## src/fsc_defines.svh

```systemverilog
// Offsets, field positions and reset values of the framer control registers
`ifndef FSC_DEFINES_SVH
`define FSC_DEFINES_SVH

// ----------------------------------------------------------------
// Register indices (byte address is four times the index)
// ----------------------------------------------------------------
`define FSC_IDX_SIG_CTRL   6'h11
`define FSC_IDX_TX_CRC_MON 6'h19
`define FSC_IDX_RX_CRC_MON 6'h1e
`define FSC_IDX_TX_MON_REG 6'h3f

// ----------------------------------------------------------------
// Field positions
// ----------------------------------------------------------------
`define FSC_BIT_REINSERT    7
`define FSC_BIT_RX_PER_CH   6
`define FSC_BIT_FORCE_ONES  5
`define FSC_BIT_FREEZE_EN   4
`define FSC_BIT_FORCE_FRZ   3
`define FSC_BIT_TX_HW_INS   2
`define FSC_BIT_TX_PER_CH   1
`define FSC_BIT_IDLE_FSEL   0
`define FSC_BIT_JAPAN_CRC   7
`define FSC_MON_SEL_MSB     4
`define FSC_MON_SEL_LSB     0
`define FSC_TX_CRC_WMASK    8'h9f

// ----------------------------------------------------------------
// Reset values and bus answers
// ----------------------------------------------------------------
`define FSC_RST_SIG_CTRL    8'h00
`define FSC_RST_TX_CRC_MON  8'h00
`define FSC_RST_RX_CRC_MON  8'h00
`define FSC_RST_MON_DATA    8'h00
`define FSC_RESP_OKAY       2'h0
`define FSC_RESP_SLVERR     2'h2

`endif

```

## src/fsc_pkg.sv

```systemverilog
// Types shared by the framer signaling and CRC control registers
package fsc_pkg;

  // Signaling control register layout
  typedef struct packed {
    logic reinsert_en;
    logic rx_per_ch;
    logic force_ones;
    logic freeze_en;
    logic force_freeze;
    logic tx_hw_ins;
    logic tx_per_ch;
    logic idle_fsel;
  } fsc_sig_ctrl_s;

  // Transmit CRC and monitor select layout
  typedef struct packed {
    logic       japan_crc;
    logic [1:0] unused;
    logic [4:0] mon_sel;
  } fsc_tx_crc_s;

  // Control levels handed to the framer datapath
  typedef struct packed {
    logic rx_sig_freeze;
    logic rx_ser_freeze;
    logic rx_force_ones;
    logic rx_reinsert;
    logic tx_japan_crc;
    logic rx_japan_crc;
  } fsc_ctrl_out_s;

endpackage

```

## src/fsc_chan_sel.sv

```systemverilog
// Channel monitor capture: copies the selected channel's byte
`timescale 1ns/1ps
`include "fsc_defines.svh"

module fsc_chan_sel #(
  parameter int NUM_CHANNELS = 24
) (
  // Clock and reset
  input  wire logic       sys_clk,
  input  wire logic       nrst,
  // Channel selection
  input  wire logic [4:0] sel,
  // Transmit channel stream
  input  wire logic [4:0] chan_num,
  input  wire logic       chan_valid,
  input  wire logic [7:0] chan_data,
  // Captured byte
  output logic      [7:0] mon_data
);
  generate
    if (NUM_CHANNELS < 1 || NUM_CHANNELS > 32) begin : g_chk
      $error("fsc_chan_sel: channel count out of range");
    end
  endgenerate

  // Capture on a match; a select past the last channel never matches
  always_ff @(posedge sys_clk or negedge nrst) begin
    if (!nrst) begin
      mon_data <= `FSC_RST_MON_DATA;
    end else if (chan_valid && chan_num == sel) begin
      mon_data <= chan_data;
    end
  end
endmodule // fsc_chan_sel

```

## src/fsc_regs.sv

```systemverilog
// Framer signaling control and CRC/monitor select register bank
`timescale 1ns/1ps
`include "fsc_defines.svh"

// Overview of operation
// - Registers at indices 11h, 19h, 1Eh; byte address is index times four.
// - Freeze enable lets a freeze request freeze signaling, and data if reinserting.
// - Force freeze freezes signaling output regardless of freeze enable.
// - Hardware insert bit inserts signaling pin values into transmit data.
// - Per-channel bit makes channel-block input choose inserted channels.
// - Idle function select zero: idle flags mark idle code channels.
// - Idle function select one: idle flags mark per-channel loopback.
// - Transmit CRC select: zero normal CRC6, one Japanese CRC6.
// - Five-bit field picks the transmit channel copied to monitor register.
module fsc_regs
  import fsc_pkg::*;
#(
  parameter int NUM_CHANNELS = 24
) (
  // Clock and reset
  input  wire logic                    sys_clk,
  input  wire logic                    nrst,
  // Avalon-MM slave
  input  wire logic [7:0]              address,
  input  wire logic                    read,
  input  wire logic                    write,
  input  wire logic [31:0]             writedata,
  output logic      [31:0]             readdata,
  output logic      [1:0]              response,
  output logic                         waitrequest,
  // Receive side pins and events
  input  wire logic                    rx_freeze_req,
  input  wire logic                    rx_channel_block,
  // Transmit side pins and idle flags
  input  wire logic                    tx_channel_block_in,
  input  wire logic                    tx_idle_flag,
  // Transmit channel stream for the monitor
  input  wire logic [4:0]              tx_chan_num,
  input  wire logic                    tx_chan_valid,
  input  wire logic [7:0]              tx_chan_data,
  // Datapath controls
  output fsc_pkg::fsc_ctrl_out_s       ctrl,
  output logic                         rx_reinsert_now,
  output logic                         tx_sig_insert_now,
  output logic                         tx_idle_code_now,
  output logic                         tx_loopback_now,
  output logic      [4:0]              rx_monitor_channel_sel,
  output logic                         rx_elastic_align,
  output logic                         tx_elastic_align
);
  import fsc_pkg::*;

  generate
    if (NUM_CHANNELS < 1 || NUM_CHANNELS > 32) begin : g_chk
      $error("fsc_regs: channel count out of range");
    end
  endgenerate

  // ----------------------------------------------------------------
  // Register storage
  // ----------------------------------------------------------------
  fsc_sig_ctrl_s signaling_control;
  fsc_tx_crc_s   tx_crc_and_monitor_select;
  logic [7:0]    rx_crc_align_monitor_select;
  logic [7:0]    tx_channel_monitor_reg;

  // Address match on a word-aligned register index
  function automatic logic hit(input logic [7:0] a, input logic [5:0] idx);
    hit = (a == {idx, 2'b00});
  endfunction

  function automatic logic mapped(input logic [7:0] a);
    mapped = hit(a, `FSC_IDX_SIG_CTRL) || hit(a, `FSC_IDX_TX_CRC_MON) ||
             hit(a, `FSC_IDX_RX_CRC_MON) || hit(a, `FSC_IDX_TX_MON_REG);
  endfunction

  // ----------------------------------------------------------------
  // Bus handshake
  // ----------------------------------------------------------------
  logic bus_req;
  logic bus_do;
  assign bus_req = read || write;
  // Accept edge: the cycle in which waitrequest is already low
  assign bus_do  = bus_req && !waitrequest;

  // One wait cycle per access, then release for one cycle
  always_ff @(posedge sys_clk or negedge nrst) begin
    if (!nrst) begin
      waitrequest <= 1'b1;
    end else begin
      waitrequest <= !(bus_req && waitrequest);
    end
  end

  // Read data and status prepared during the wait cycle
  always_ff @(posedge sys_clk or negedge nrst) begin
    if (!nrst) begin
      readdata <= 32'h0000_0000;
      response <= `FSC_RESP_OKAY;
    end else if (bus_req && waitrequest) begin
      response <= mapped(address) ? `FSC_RESP_OKAY : `FSC_RESP_SLVERR;
      if (!read) begin
        readdata <= 32'h0000_0000;
      end else if (hit(address, `FSC_IDX_SIG_CTRL)) begin
        readdata <= {24'h00_0000, signaling_control};
      end else if (hit(address, `FSC_IDX_TX_CRC_MON)) begin
        readdata <= {24'h00_0000, tx_crc_and_monitor_select};
      end else if (hit(address, `FSC_IDX_RX_CRC_MON)) begin
        readdata <= {24'h00_0000, rx_crc_align_monitor_select};
      end else if (hit(address, `FSC_IDX_TX_MON_REG)) begin
        readdata <= {24'h00_0000, tx_channel_monitor_reg};
      end else begin
        readdata <= 32'h0000_0000;
      end
    end
  end

  // ----------------------------------------------------------------
  // Register writes
  // ----------------------------------------------------------------
  // signaling control write
  always_ff @(posedge sys_clk or negedge nrst) begin
    if (!nrst) begin
      signaling_control <= `FSC_RST_SIG_CTRL;
    end else if (bus_do && write && hit(address, `FSC_IDX_SIG_CTRL)) begin
      signaling_control <= writedata[7:0];
    end
  end

  always_ff @(posedge sys_clk or negedge nrst) begin
    if (!nrst) begin
      tx_crc_and_monitor_select <= `FSC_RST_TX_CRC_MON;
    end else if (bus_do && write && hit(address, `FSC_IDX_TX_CRC_MON)) begin
      tx_crc_and_monitor_select <= writedata[7:0] & `FSC_TX_CRC_WMASK;
    end
  end

  // receive CRC, align and monitor write
  always_ff @(posedge sys_clk or negedge nrst) begin
    if (!nrst) begin
      rx_crc_align_monitor_select <= `FSC_RST_RX_CRC_MON;
    end else if (bus_do && write && hit(address, `FSC_IDX_RX_CRC_MON)) begin
      rx_crc_align_monitor_select <= writedata[7:0];
    end
  end

  // ----------------------------------------------------------------
  // Pin synchronisers
  // ----------------------------------------------------------------
  logic [2:0] pin_meta;
  logic [2:0] pin_sync;

  // Two stages; only the second stage feeds the control logic
  always_ff @(posedge sys_clk or negedge nrst) begin
    if (!nrst) begin
      pin_meta <= 3'h0;
      pin_sync <= 3'h0;
    end else begin
      pin_meta <= {rx_freeze_req, rx_channel_block, tx_channel_block_in};
      pin_sync <= pin_meta;
    end
  end

  logic freeze_req_s;
  logic rx_blk_s;
  logic tx_blk_s;
  assign freeze_req_s = pin_sync[2];
  assign rx_blk_s     = pin_sync[1];
  assign tx_blk_s     = pin_sync[0];

  // ----------------------------------------------------------------
  // Receive signaling controls
  // ----------------------------------------------------------------
  logic next_freeze;
  logic rx_sig_freeze, rx_ser_freeze, rx_force_ones;
  logic rx_reinsert, tx_japan_crc, rx_japan_crc;
  assign next_freeze = signaling_control.force_freeze ||
                       (signaling_control.freeze_en && freeze_req_s);

  // Freeze also covers receive data only while reinsertion is on
  always_ff @(posedge sys_clk or negedge nrst) begin
    if (!nrst) begin
      rx_sig_freeze <= 1'b0;
      rx_ser_freeze <= 1'b0;
    end else begin
      rx_sig_freeze <= next_freeze;
      rx_ser_freeze <= next_freeze && signaling_control.reinsert_en;
    end
  end

  always_ff @(posedge sys_clk or negedge nrst) begin
    if (!nrst) begin
      rx_force_ones   <= 1'b0;
      rx_reinsert     <= 1'b0;
      rx_reinsert_now <= 1'b0;
    end else begin
      rx_force_ones   <= signaling_control.force_ones;
      rx_reinsert     <= signaling_control.reinsert_en;
      rx_reinsert_now <= signaling_control.reinsert_en &&
                         (!signaling_control.rx_per_ch || rx_blk_s);
    end
  end

  // ----------------------------------------------------------------
  // Transmit signaling and idle channel controls
  // ----------------------------------------------------------------
  // hardware insertion
  always_ff @(posedge sys_clk or negedge nrst) begin
    if (!nrst) begin
      tx_sig_insert_now <= 1'b0;
    end else begin
      tx_sig_insert_now <= signaling_control.tx_hw_ins &&
                           (!signaling_control.tx_per_ch || tx_blk_s);
    end
  end

  always_ff @(posedge sys_clk or negedge nrst) begin
    if (!nrst) begin
      tx_idle_code_now <= 1'b0;
      tx_loopback_now  <= 1'b0;
    end else begin
      tx_idle_code_now <= tx_idle_flag && !signaling_control.idle_fsel;
      tx_loopback_now  <= tx_idle_flag && signaling_control.idle_fsel;
    end
  end

  // ----------------------------------------------------------------
  // CRC selection, alignment and monitor
  // ----------------------------------------------------------------
  // CRC methods, receive monitor select and elastic alignment
  always_ff @(posedge sys_clk or negedge nrst) begin
    if (!nrst) begin
      tx_japan_crc           <= 1'b0;
      rx_japan_crc           <= 1'b0;
      rx_monitor_channel_sel <= 5'h00;
      rx_elastic_align       <= 1'b0;
      tx_elastic_align       <= 1'b0;
    end else begin
      tx_japan_crc           <= tx_crc_and_monitor_select.japan_crc;
      rx_japan_crc           <= rx_crc_align_monitor_select[7];
      rx_monitor_channel_sel <= rx_crc_align_monitor_select[4:0];
      rx_elastic_align       <= rx_crc_align_monitor_select[6];
      tx_elastic_align       <= rx_crc_align_monitor_select[5];
    end
  end

  // One driver for the whole struct; fields come from separate flops
  assign ctrl = {rx_sig_freeze, rx_ser_freeze, rx_force_ones,
                 rx_reinsert, tx_japan_crc, rx_japan_crc};

  fsc_chan_sel #(
    .NUM_CHANNELS (NUM_CHANNELS)
  ) u_mon (
    .sys_clk    (sys_clk),
    .nrst       (nrst),
    .sel        (tx_crc_and_monitor_select.mon_sel),
    .chan_num   (tx_chan_num),
    .chan_valid (tx_chan_valid),
    .chan_data  (tx_chan_data),
    .mon_data   (tx_channel_monitor_reg)
  );
endmodule // fsc_regs

```

## config.mk

```make
export PLATFORM = sky130hd
export DESIGN_NAME = fsc_regs
export DESIGN_NICKNAME = d
export VERILOG_FILES = /design/src/fsc_pkg.sv /design/src/fsc_chan_sel.sv /design/src/fsc_regs.sv
export VERILOG_INCLUDE_DIRS = /design/src
export SDC_FILE = /design/constraint.sdc
export NUM_CORES = 1
export LEC_CHECK = 0
export BUFFER_PORTS_ARGS = -buffer_cell sky130_fd_sc_hd__buf_2
export CORE_ASPECT_RATIO = 2
export CORE_UTILIZATION = 35
export CTS_CLUSTER_DIAMETER = 80
export DETAILED_ROUTE_END_ITERATION = 6
export PLACE_DENSITY = 0.58
export RECOVER_POWER = 50
export SLEW_MARGIN = 10
export SYNTH_ARGS = -nofsm -noshare
export SYNTH_HDL_FRONTEND = slang
export SYNTH_SLANG_ARGS = --single-unit
```

## constraint.sdc

```tcl
create_clock -name sys_clk -period 4.45 [get_ports sys_clk]
set_input_delay 0.445 -clock sys_clk [delete_from_list [all_inputs] [get_ports sys_clk]]
set_output_delay 0.445 -clock sys_clk [all_outputs]
set_load 0.01 [all_outputs]
```

==> impl_metrics.tcl, run 1 <==
set metrics [dict create \
    status "complete, no violations" \
    critical-path-slowest-cell "nor3b_4" \
    crit_required_ns 4.65 \
    synth_top_area_cell "dfrtp_1" \
    hold_violations 0 \
    cts_max_path_buffers 2 \
    rsz0062_at_grt "false" \
    num_rows 45 \
    timing.final.crit_share_pct 53.1 \
    ctsHoldBuffers 0 \
    clock-sinks 63 \
    drc 0 \
    async_reset_ff_share_pct 100 \
    netlist_instances 207 \
    die_h_um 128 \
    hold_ws_ns 0.223 \
    worstPathCellList "buf_2 > nor4b_4 > and2_1 > nor3b_4 > mux2_2" \
    cp_max_fo 11 \
    routed.top_layer "met4" \
    dieWidth_um 64.8 \
    min_path_type "input port to register" \
    finalSetupViolations 0 \
    fin_setup_tns_ns 0 \
    grt_pass1_vias 1728 \
    path_class "input port to register" \
    grtUsageTotal_pct 14.8 \
    yosys-top-cells-area "dfrtp_1, mux2_2, buf_4" \
    antenna_found_initial 0 \
    start_util_pct 36.4 \
    synth_top_cells_by_count "dfrtp_1, buf_4, mux2_2" \
    area_growth_syn_to_layout_pct 21.9 \
    reg2reg_to "u_mon.mon_data[4]" \
    gp_congestion 0.748 \
    wl_mm 5.50 \
    vias 1729 \
    clock_latency_ns 0.33 \
    grt-ovfl-total 0 \
    synth.most_common_cell "dfrtp_1" \
    endpoint_kind "register" \
    tritoncts "done" \
    place_ws_ns 1.70 \
    fin_crit_ns 2.36 \
    syn_avg_cell_area_um2 13.4 \
    finalWorstSetupSlack_ns 2.09 \
    crit_path_start_kind "input port" \
    hold_start "rx_channel_block" \
    cts-root-buf "clkbuf_16" \
    wl_met3_um 246 \
    cpPeakStageDelay_ns 0.57 \
    synth_cell_type_count 36 \
    synthFlopType "dfrtp_1" \
    path_clk_slew_ns 0.06 \
    tightestPinTransition_ns 0.787 \
    via_per_inst 4.67 \
    wl_per_cell_um 14.9 \
    antenna_left 0 \
    hold_end "pin_meta[1]" \
    met2_length_mm 3.05 \
    cts_inserted_buffers 9 \
    holdPathStages 1 \
    fin_nets 333 \
    core_area_um2 7600 \
    ys_ff_latch 63 \
    timing.reg2reg.setup_slack_ns 2.55 \
    finalMaxSlewViolations 0 \
    grt_max_degree 64 \
    ff2ff_path_depth 4 \
    grt_pass1_wl_mm 8.78 \
    synth_edf_count 0 \
    dr.pass1.iters 4 \
    ir_worst_vdd_v 0.000170 \
    n_antenna_cell 0 \
    timing.fmax_mhz 423 \
    r2r_start "tx_crc_and_monitor_select[2]" \
    synth_warnings 0 \
    dieArea_um2 8280 \
    drv_cap 0 \
    powerDensity_nw_per_um2 436 \
    arrival_ns 2.57 \
    p_leak_nw 1.83 \
    htree_num_levels 3 \
    hpwl_mm 4.23 \
    relSlewSlack_pct 47.5 \
    worst_clock_skew_ns 0.00649 \
    drt_iter0_markers 38 \
    yosysSeqAreaShare_pct 57.1 \
    postCtsSetupRepairBufs 0 \
    port_buffers 64 \
    ios 114 \
    synth_top_area_share_pct 56.1 \
    post_cts_resized 0 \
    synth_area_um2 2760 \
    wl_met1_mm 2.07 \
    drive_above_1_share_pct 42.8 \
]
==> area by class of cell <==
| type | count | area, um^2 |
|---|---|---|
| clock buffers | 9 | 225 |
| clock inverters | 7 | 97.6 |
| fillers | 737 | 4230 |
| inverters | 2 | 7.51 |
| multi-input cells | 129 | 1010 |
| flip-flops and latches | 63 | 1580 |
| well taps | 94 | 118 |
| repair buffers | 66 | 335 |
==> routing by layer <==
layer,up-vias,global-route usage [%]
met5,-,0
met4,0,7.45
met3,8,3.91
met2,63,26.4
met1,847,15.5
li1,811,-
==> metrics by stage <==
step,util [%],std cells,total power [mW],cell area [um^2]
2_1_floorplan,-,231,0.703,2850
3_3_place_gp,40.1,354,0.736,3050
3_5_place_dp,40.1,354,0.739,3050
6_report,44.3,370,1.47,3370
5_1_grt,44.3,370,1.52,3370
4_1_cts,44.3,370,1.49,3370
==> critical path, delay by kind of cell <==
family / cells / cell delay, ns
buffers and inverters: 1 / 0.15
multiplexers: 1 / 0.40
AND/OR/NAND/NOR: 3 / 1.56
==> worst max-delay path by stage <==
stage,from,to,slack [ns],depth (start not counted)
global placement,address[7],signaling_control[0],1.74,5
CTS,address[7],signaling_control[1],2.05,5
floorplan,address[2],signaling_control[0],2.52,5
detailed placement,address[7],signaling_control[1],1.70,5
global route,address[7],signaling_control[1],1.95,5
finish,address[7],signaling_control[1],2.09,5
==> registers in the layout (all words and copies together), names as in the netlist <==
| name | count |
|---|---|
| readdata | 8 |
| rx_crc_align_monitor_select | 8 |
| signaling_control | 8 |
| u_mon.mon_data | 8 |
| tx_crc_and_monitor_select | 6 |
| rx_monitor_channel_sel | 5 |
| pin_meta | 3 |
| pin_sync | 3 |
| response | 1 |
| rx_elastic_align | 1 |
| rx_force_ones | 1 |
| rx_japan_crc | 1 |
| rx_reinsert | 1 |
| rx_reinsert_now | 1 |
| rx_ser_freeze | 1 |
| rx_sig_freeze | 1 |
| tx_elastic_align | 1 |
| tx_idle_code_now | 1 |
| tx_japan_crc | 1 |
| tx_loopback_now | 1 |
| tx_sig_insert_now | 1 |
| waitrequest | 1 |
==> report_power, final <==
group	switching (mW)	internal, mW	total (mW)
Clock	0.251	0.490	0.741
Sequential	0.0171	0.604	0.622
Combinational	0.0597	0.0462	0.106
==> layout by cell type (no fill, tap or decap), types with 2 or more instances in the layout <==
| master | count |
|---|---|
| buf_2 | 64 |
| dfrtp_1 | 62 |
| mux2_2 | 30 |
| conb_1 | 25 |
| a22o_1 | 12 |
| clkbuf_16 | 9 |
| a21o_1 | 7 |
| nand2_1 | 7 |
| mux2i_1 | 6 |
| a21oi_1 | 6 |
| xor2_1 | 5 |
| o21ai_0 | 3 |
| and2_1 | 3 |
| nor3_1 | 3 |
| inv_1 | 2 |
| a21boi_0 | 2 |
| nand3_1 | 2 |
| o211ai_1 | 2 |
| a32oi_1 | 2 |
| clkinvlp_4 | 2 |
| clkinv_4 | 2 |
| bufinv_16 | 2 |
| buf_4 | 2 |
==> cells by family after synthesis <==
kind of cell / count (synthesis) / share of synthesized area [%]
AO/OA/AOI/OAI: 35 / 9.33
XOR/XNOR: 6 / 1.90
buffers and inverters: 39 / 9.73
flip-flops: 63 / 57.1
multiplexers: 36 / 14.4
other: 1 / 0.136
AND/OR/NAND/NOR: 27 / 7.42
Power figures use the tool's default switching activity.
==> run 2, diff against run 1 <==
--- a/config.mk
+++ b/config.mk
@@ -11,7 +11,7 @@
 export CORE_UTILIZATION = 35
 export CTS_CLUSTER_DIAMETER = 80
 export DETAILED_ROUTE_END_ITERATION = 6
-export PLACE_DENSITY = 0.58
+export PLACE_DENSITY = 0.61
 export RECOVER_POWER = 50
 export SLEW_MARGIN = 10
 export SYNTH_ARGS = -nofsm -noshare
==> constraint.sdc (replaced) <==
create_clock -name sys_clk -period 2.09 [get_ports sys_clk]
set_input_delay 0.209 -clock sys_clk [delete_from_list [all_inputs] [get_ports sys_clk]]
set_output_delay 0.209 -clock sys_clk [all_outputs]
set_load 0.01 [all_outputs]
==> impl_metrics.tcl, run 2 (same netlist as run 1, synthesis figures left out) <==
set metrics [dict create \
    status "complete, no violations" \
    p_leak_nw 1.90 \
    grt_pass1_vias 1757 \
    die_h_um 128 \
    clock-sinks 63 \
    tritoncts "done" \
    finalMaxSlewViolations 0 \
    final_area_um2 3510 \
    timing.final.crit_share_pct 87.3 \
    gp_congestion 0.766 \
    area_growth_syn_to_layout_pct 27.0 \
    grtUsageTotal_pct 15.2 \
    via_per_inst 4.64 \
    crit_required_ns 2.30 \
    final_cell_mix "buf_2, dfrtp_1, mux2_2, conb_1, a22o_1" \
    n_antenna_cell 0 \
    path_class "register to register" \
    finalWorstSetupSlack_ns 0.265 \
    place_ws_ns 0.215 \
    utilization_pct 46.2 \
    cts_max_path_buffers 2 \
    fin_nets 344 \
    vias 1768 \
    post_cts_resized 0 \
    core_area_um2 7600 \
    timing.fmax_mhz 548 \
    arrival_ns 2.03 \
    clock_latency_ns 0.33 \
    drv_cap 0 \
    grt_max_degree 54 \
    cts_inserted_buffers 9 \
    cp_max_fo 8 \
    hold_violations 0 \
    drc 0 \
    multi_input_area_um2 1010 \
    antenna_left 0 \
    layout_commonest_cell "buf_2" \
    fin_setup_tns_ns 0 \
    hpwl_mm 4.29 \
    wl_mm 5.65 \
    worst_clock_skew_ns 0.00581 \
    ios 114 \
    cts-root-buf "clkbuf_16" \
    final-seq-area_um2 1580 \
    wl_per_cell_um 14.8 \
    finalSetupViolations 0 \
    endpoint_kind "register" \
    crit_path_start_kind "register" \
    relSlewSlack_pct 50.8 \
    htree_num_levels 3 \
    drt_iter0_markers 21 \
    grt_pass1_wl_mm 8.93 \
    total_power_mw 3.36 \
    drive_above_1_share_pct 42.5 \
    ir_worst_vdd_v 0.000406 \
    num-fill-cells 701 \
    port_buffers 64 \
    grt-ovfl-total 0 \
    dieArea_um2 8280 \
    start_util_pct 36.4 \
    antenna_found_initial 0 \
    dr.pass1.iters 4 \
    fin_crit_ns 1.82 \
    num_rows 45 \
    powerDensity_nw_per_um2 956 \
    rsz0062_at_grt "false" \
    dieWidth_um 64.8 \
    dpl-instance-area_um2 3120 \
    path_clk_slew_ns 0.05 \
    tightestPinTransition_ns 0.732 \
    min_path_type "input port to register" \
]
-- run 2: cell types whose count changed in the layout (fill, tap and decap cells not counted), sizes merged --
cell         delta
buf             +5
bufinv          +2
clkbuf          +3
clkinv          -2
clkinvlp        -1
dlygate4sd3     +4
-- run 2: worst max-delay path: stages (launching register included) --
cell and delay (ns):
dfrtp_1 0.41, xor2_1 0.18, nor4_1 0.39, and3_1 0.27
buf_12 0.14, mux2_2 0.33
-- run 2: report_power, final --
group | internal [mW] | total (mW) | switching, mW
Combinational | 0.107 | 0.237 | 0.130
Clock | 1.28 | 1.80 | 0.515
Sequential | 1.29 | 1.32 | 0.0361
Total | 2.68 | 3.36 | 0.682
-- run 2: area by class of cell --
class	count	area share (%)
timing repair buffer	77	12.5
clock inverter	6	3.78
sequential	63	44.9
clock buffer	10	6.52
tap	94	3.35
inverter	2	0.214
multi-input combinational	129	28.7
-- run 2: repair_timing --
| item | in CTS | in global routing |
|---|---|---|
| hold endpoints to repair | 12 | 0 |
| hold buffers | 4 | 0 |
| buffers inserted | 0 | 0 |
-- run 2: final timing paths --
path	start	endpoint	slack, ns	cells past startpoint
worst max-delay path	tx_crc_and_monitor_select[2]	u_mon.mon_data[6]	0.27	5
worst min-delay path	read	waitrequest	0.10	2
worst max register to register	tx_crc_and_monitor_select[2]	u_mon.mon_data[6]	0.27	5
worst min register to register	pin_meta[2]	pin_sync[2]	0.35	0
max in group asynchronous	nrst	rx_crc_align_monitor_select[3]	0.51	3
min in group asynchronous	nrst	u_mon.mon_data[7]	0.41	2
-- run 2: per-layer routing --
metal  vias to the layer above  GRT usage, %  routed length (um)
li1                        828             -                   -
met1                       868          15.4                2050
met2                        60          27.0                3180
met3                        12          4.45                 272
met4                         0          8.63                 148
met5                         -             0                   0
-- run 2: stage by stage --
stage / hold slack, ns / std cells
global route: 0.100 / 381
floorplan: -0.0866 / 231
global placement: 0.101 / 361
finish: 0.100 / 381
detailed placement: 0.0982 / 361
CTS: 0.0833 / 381
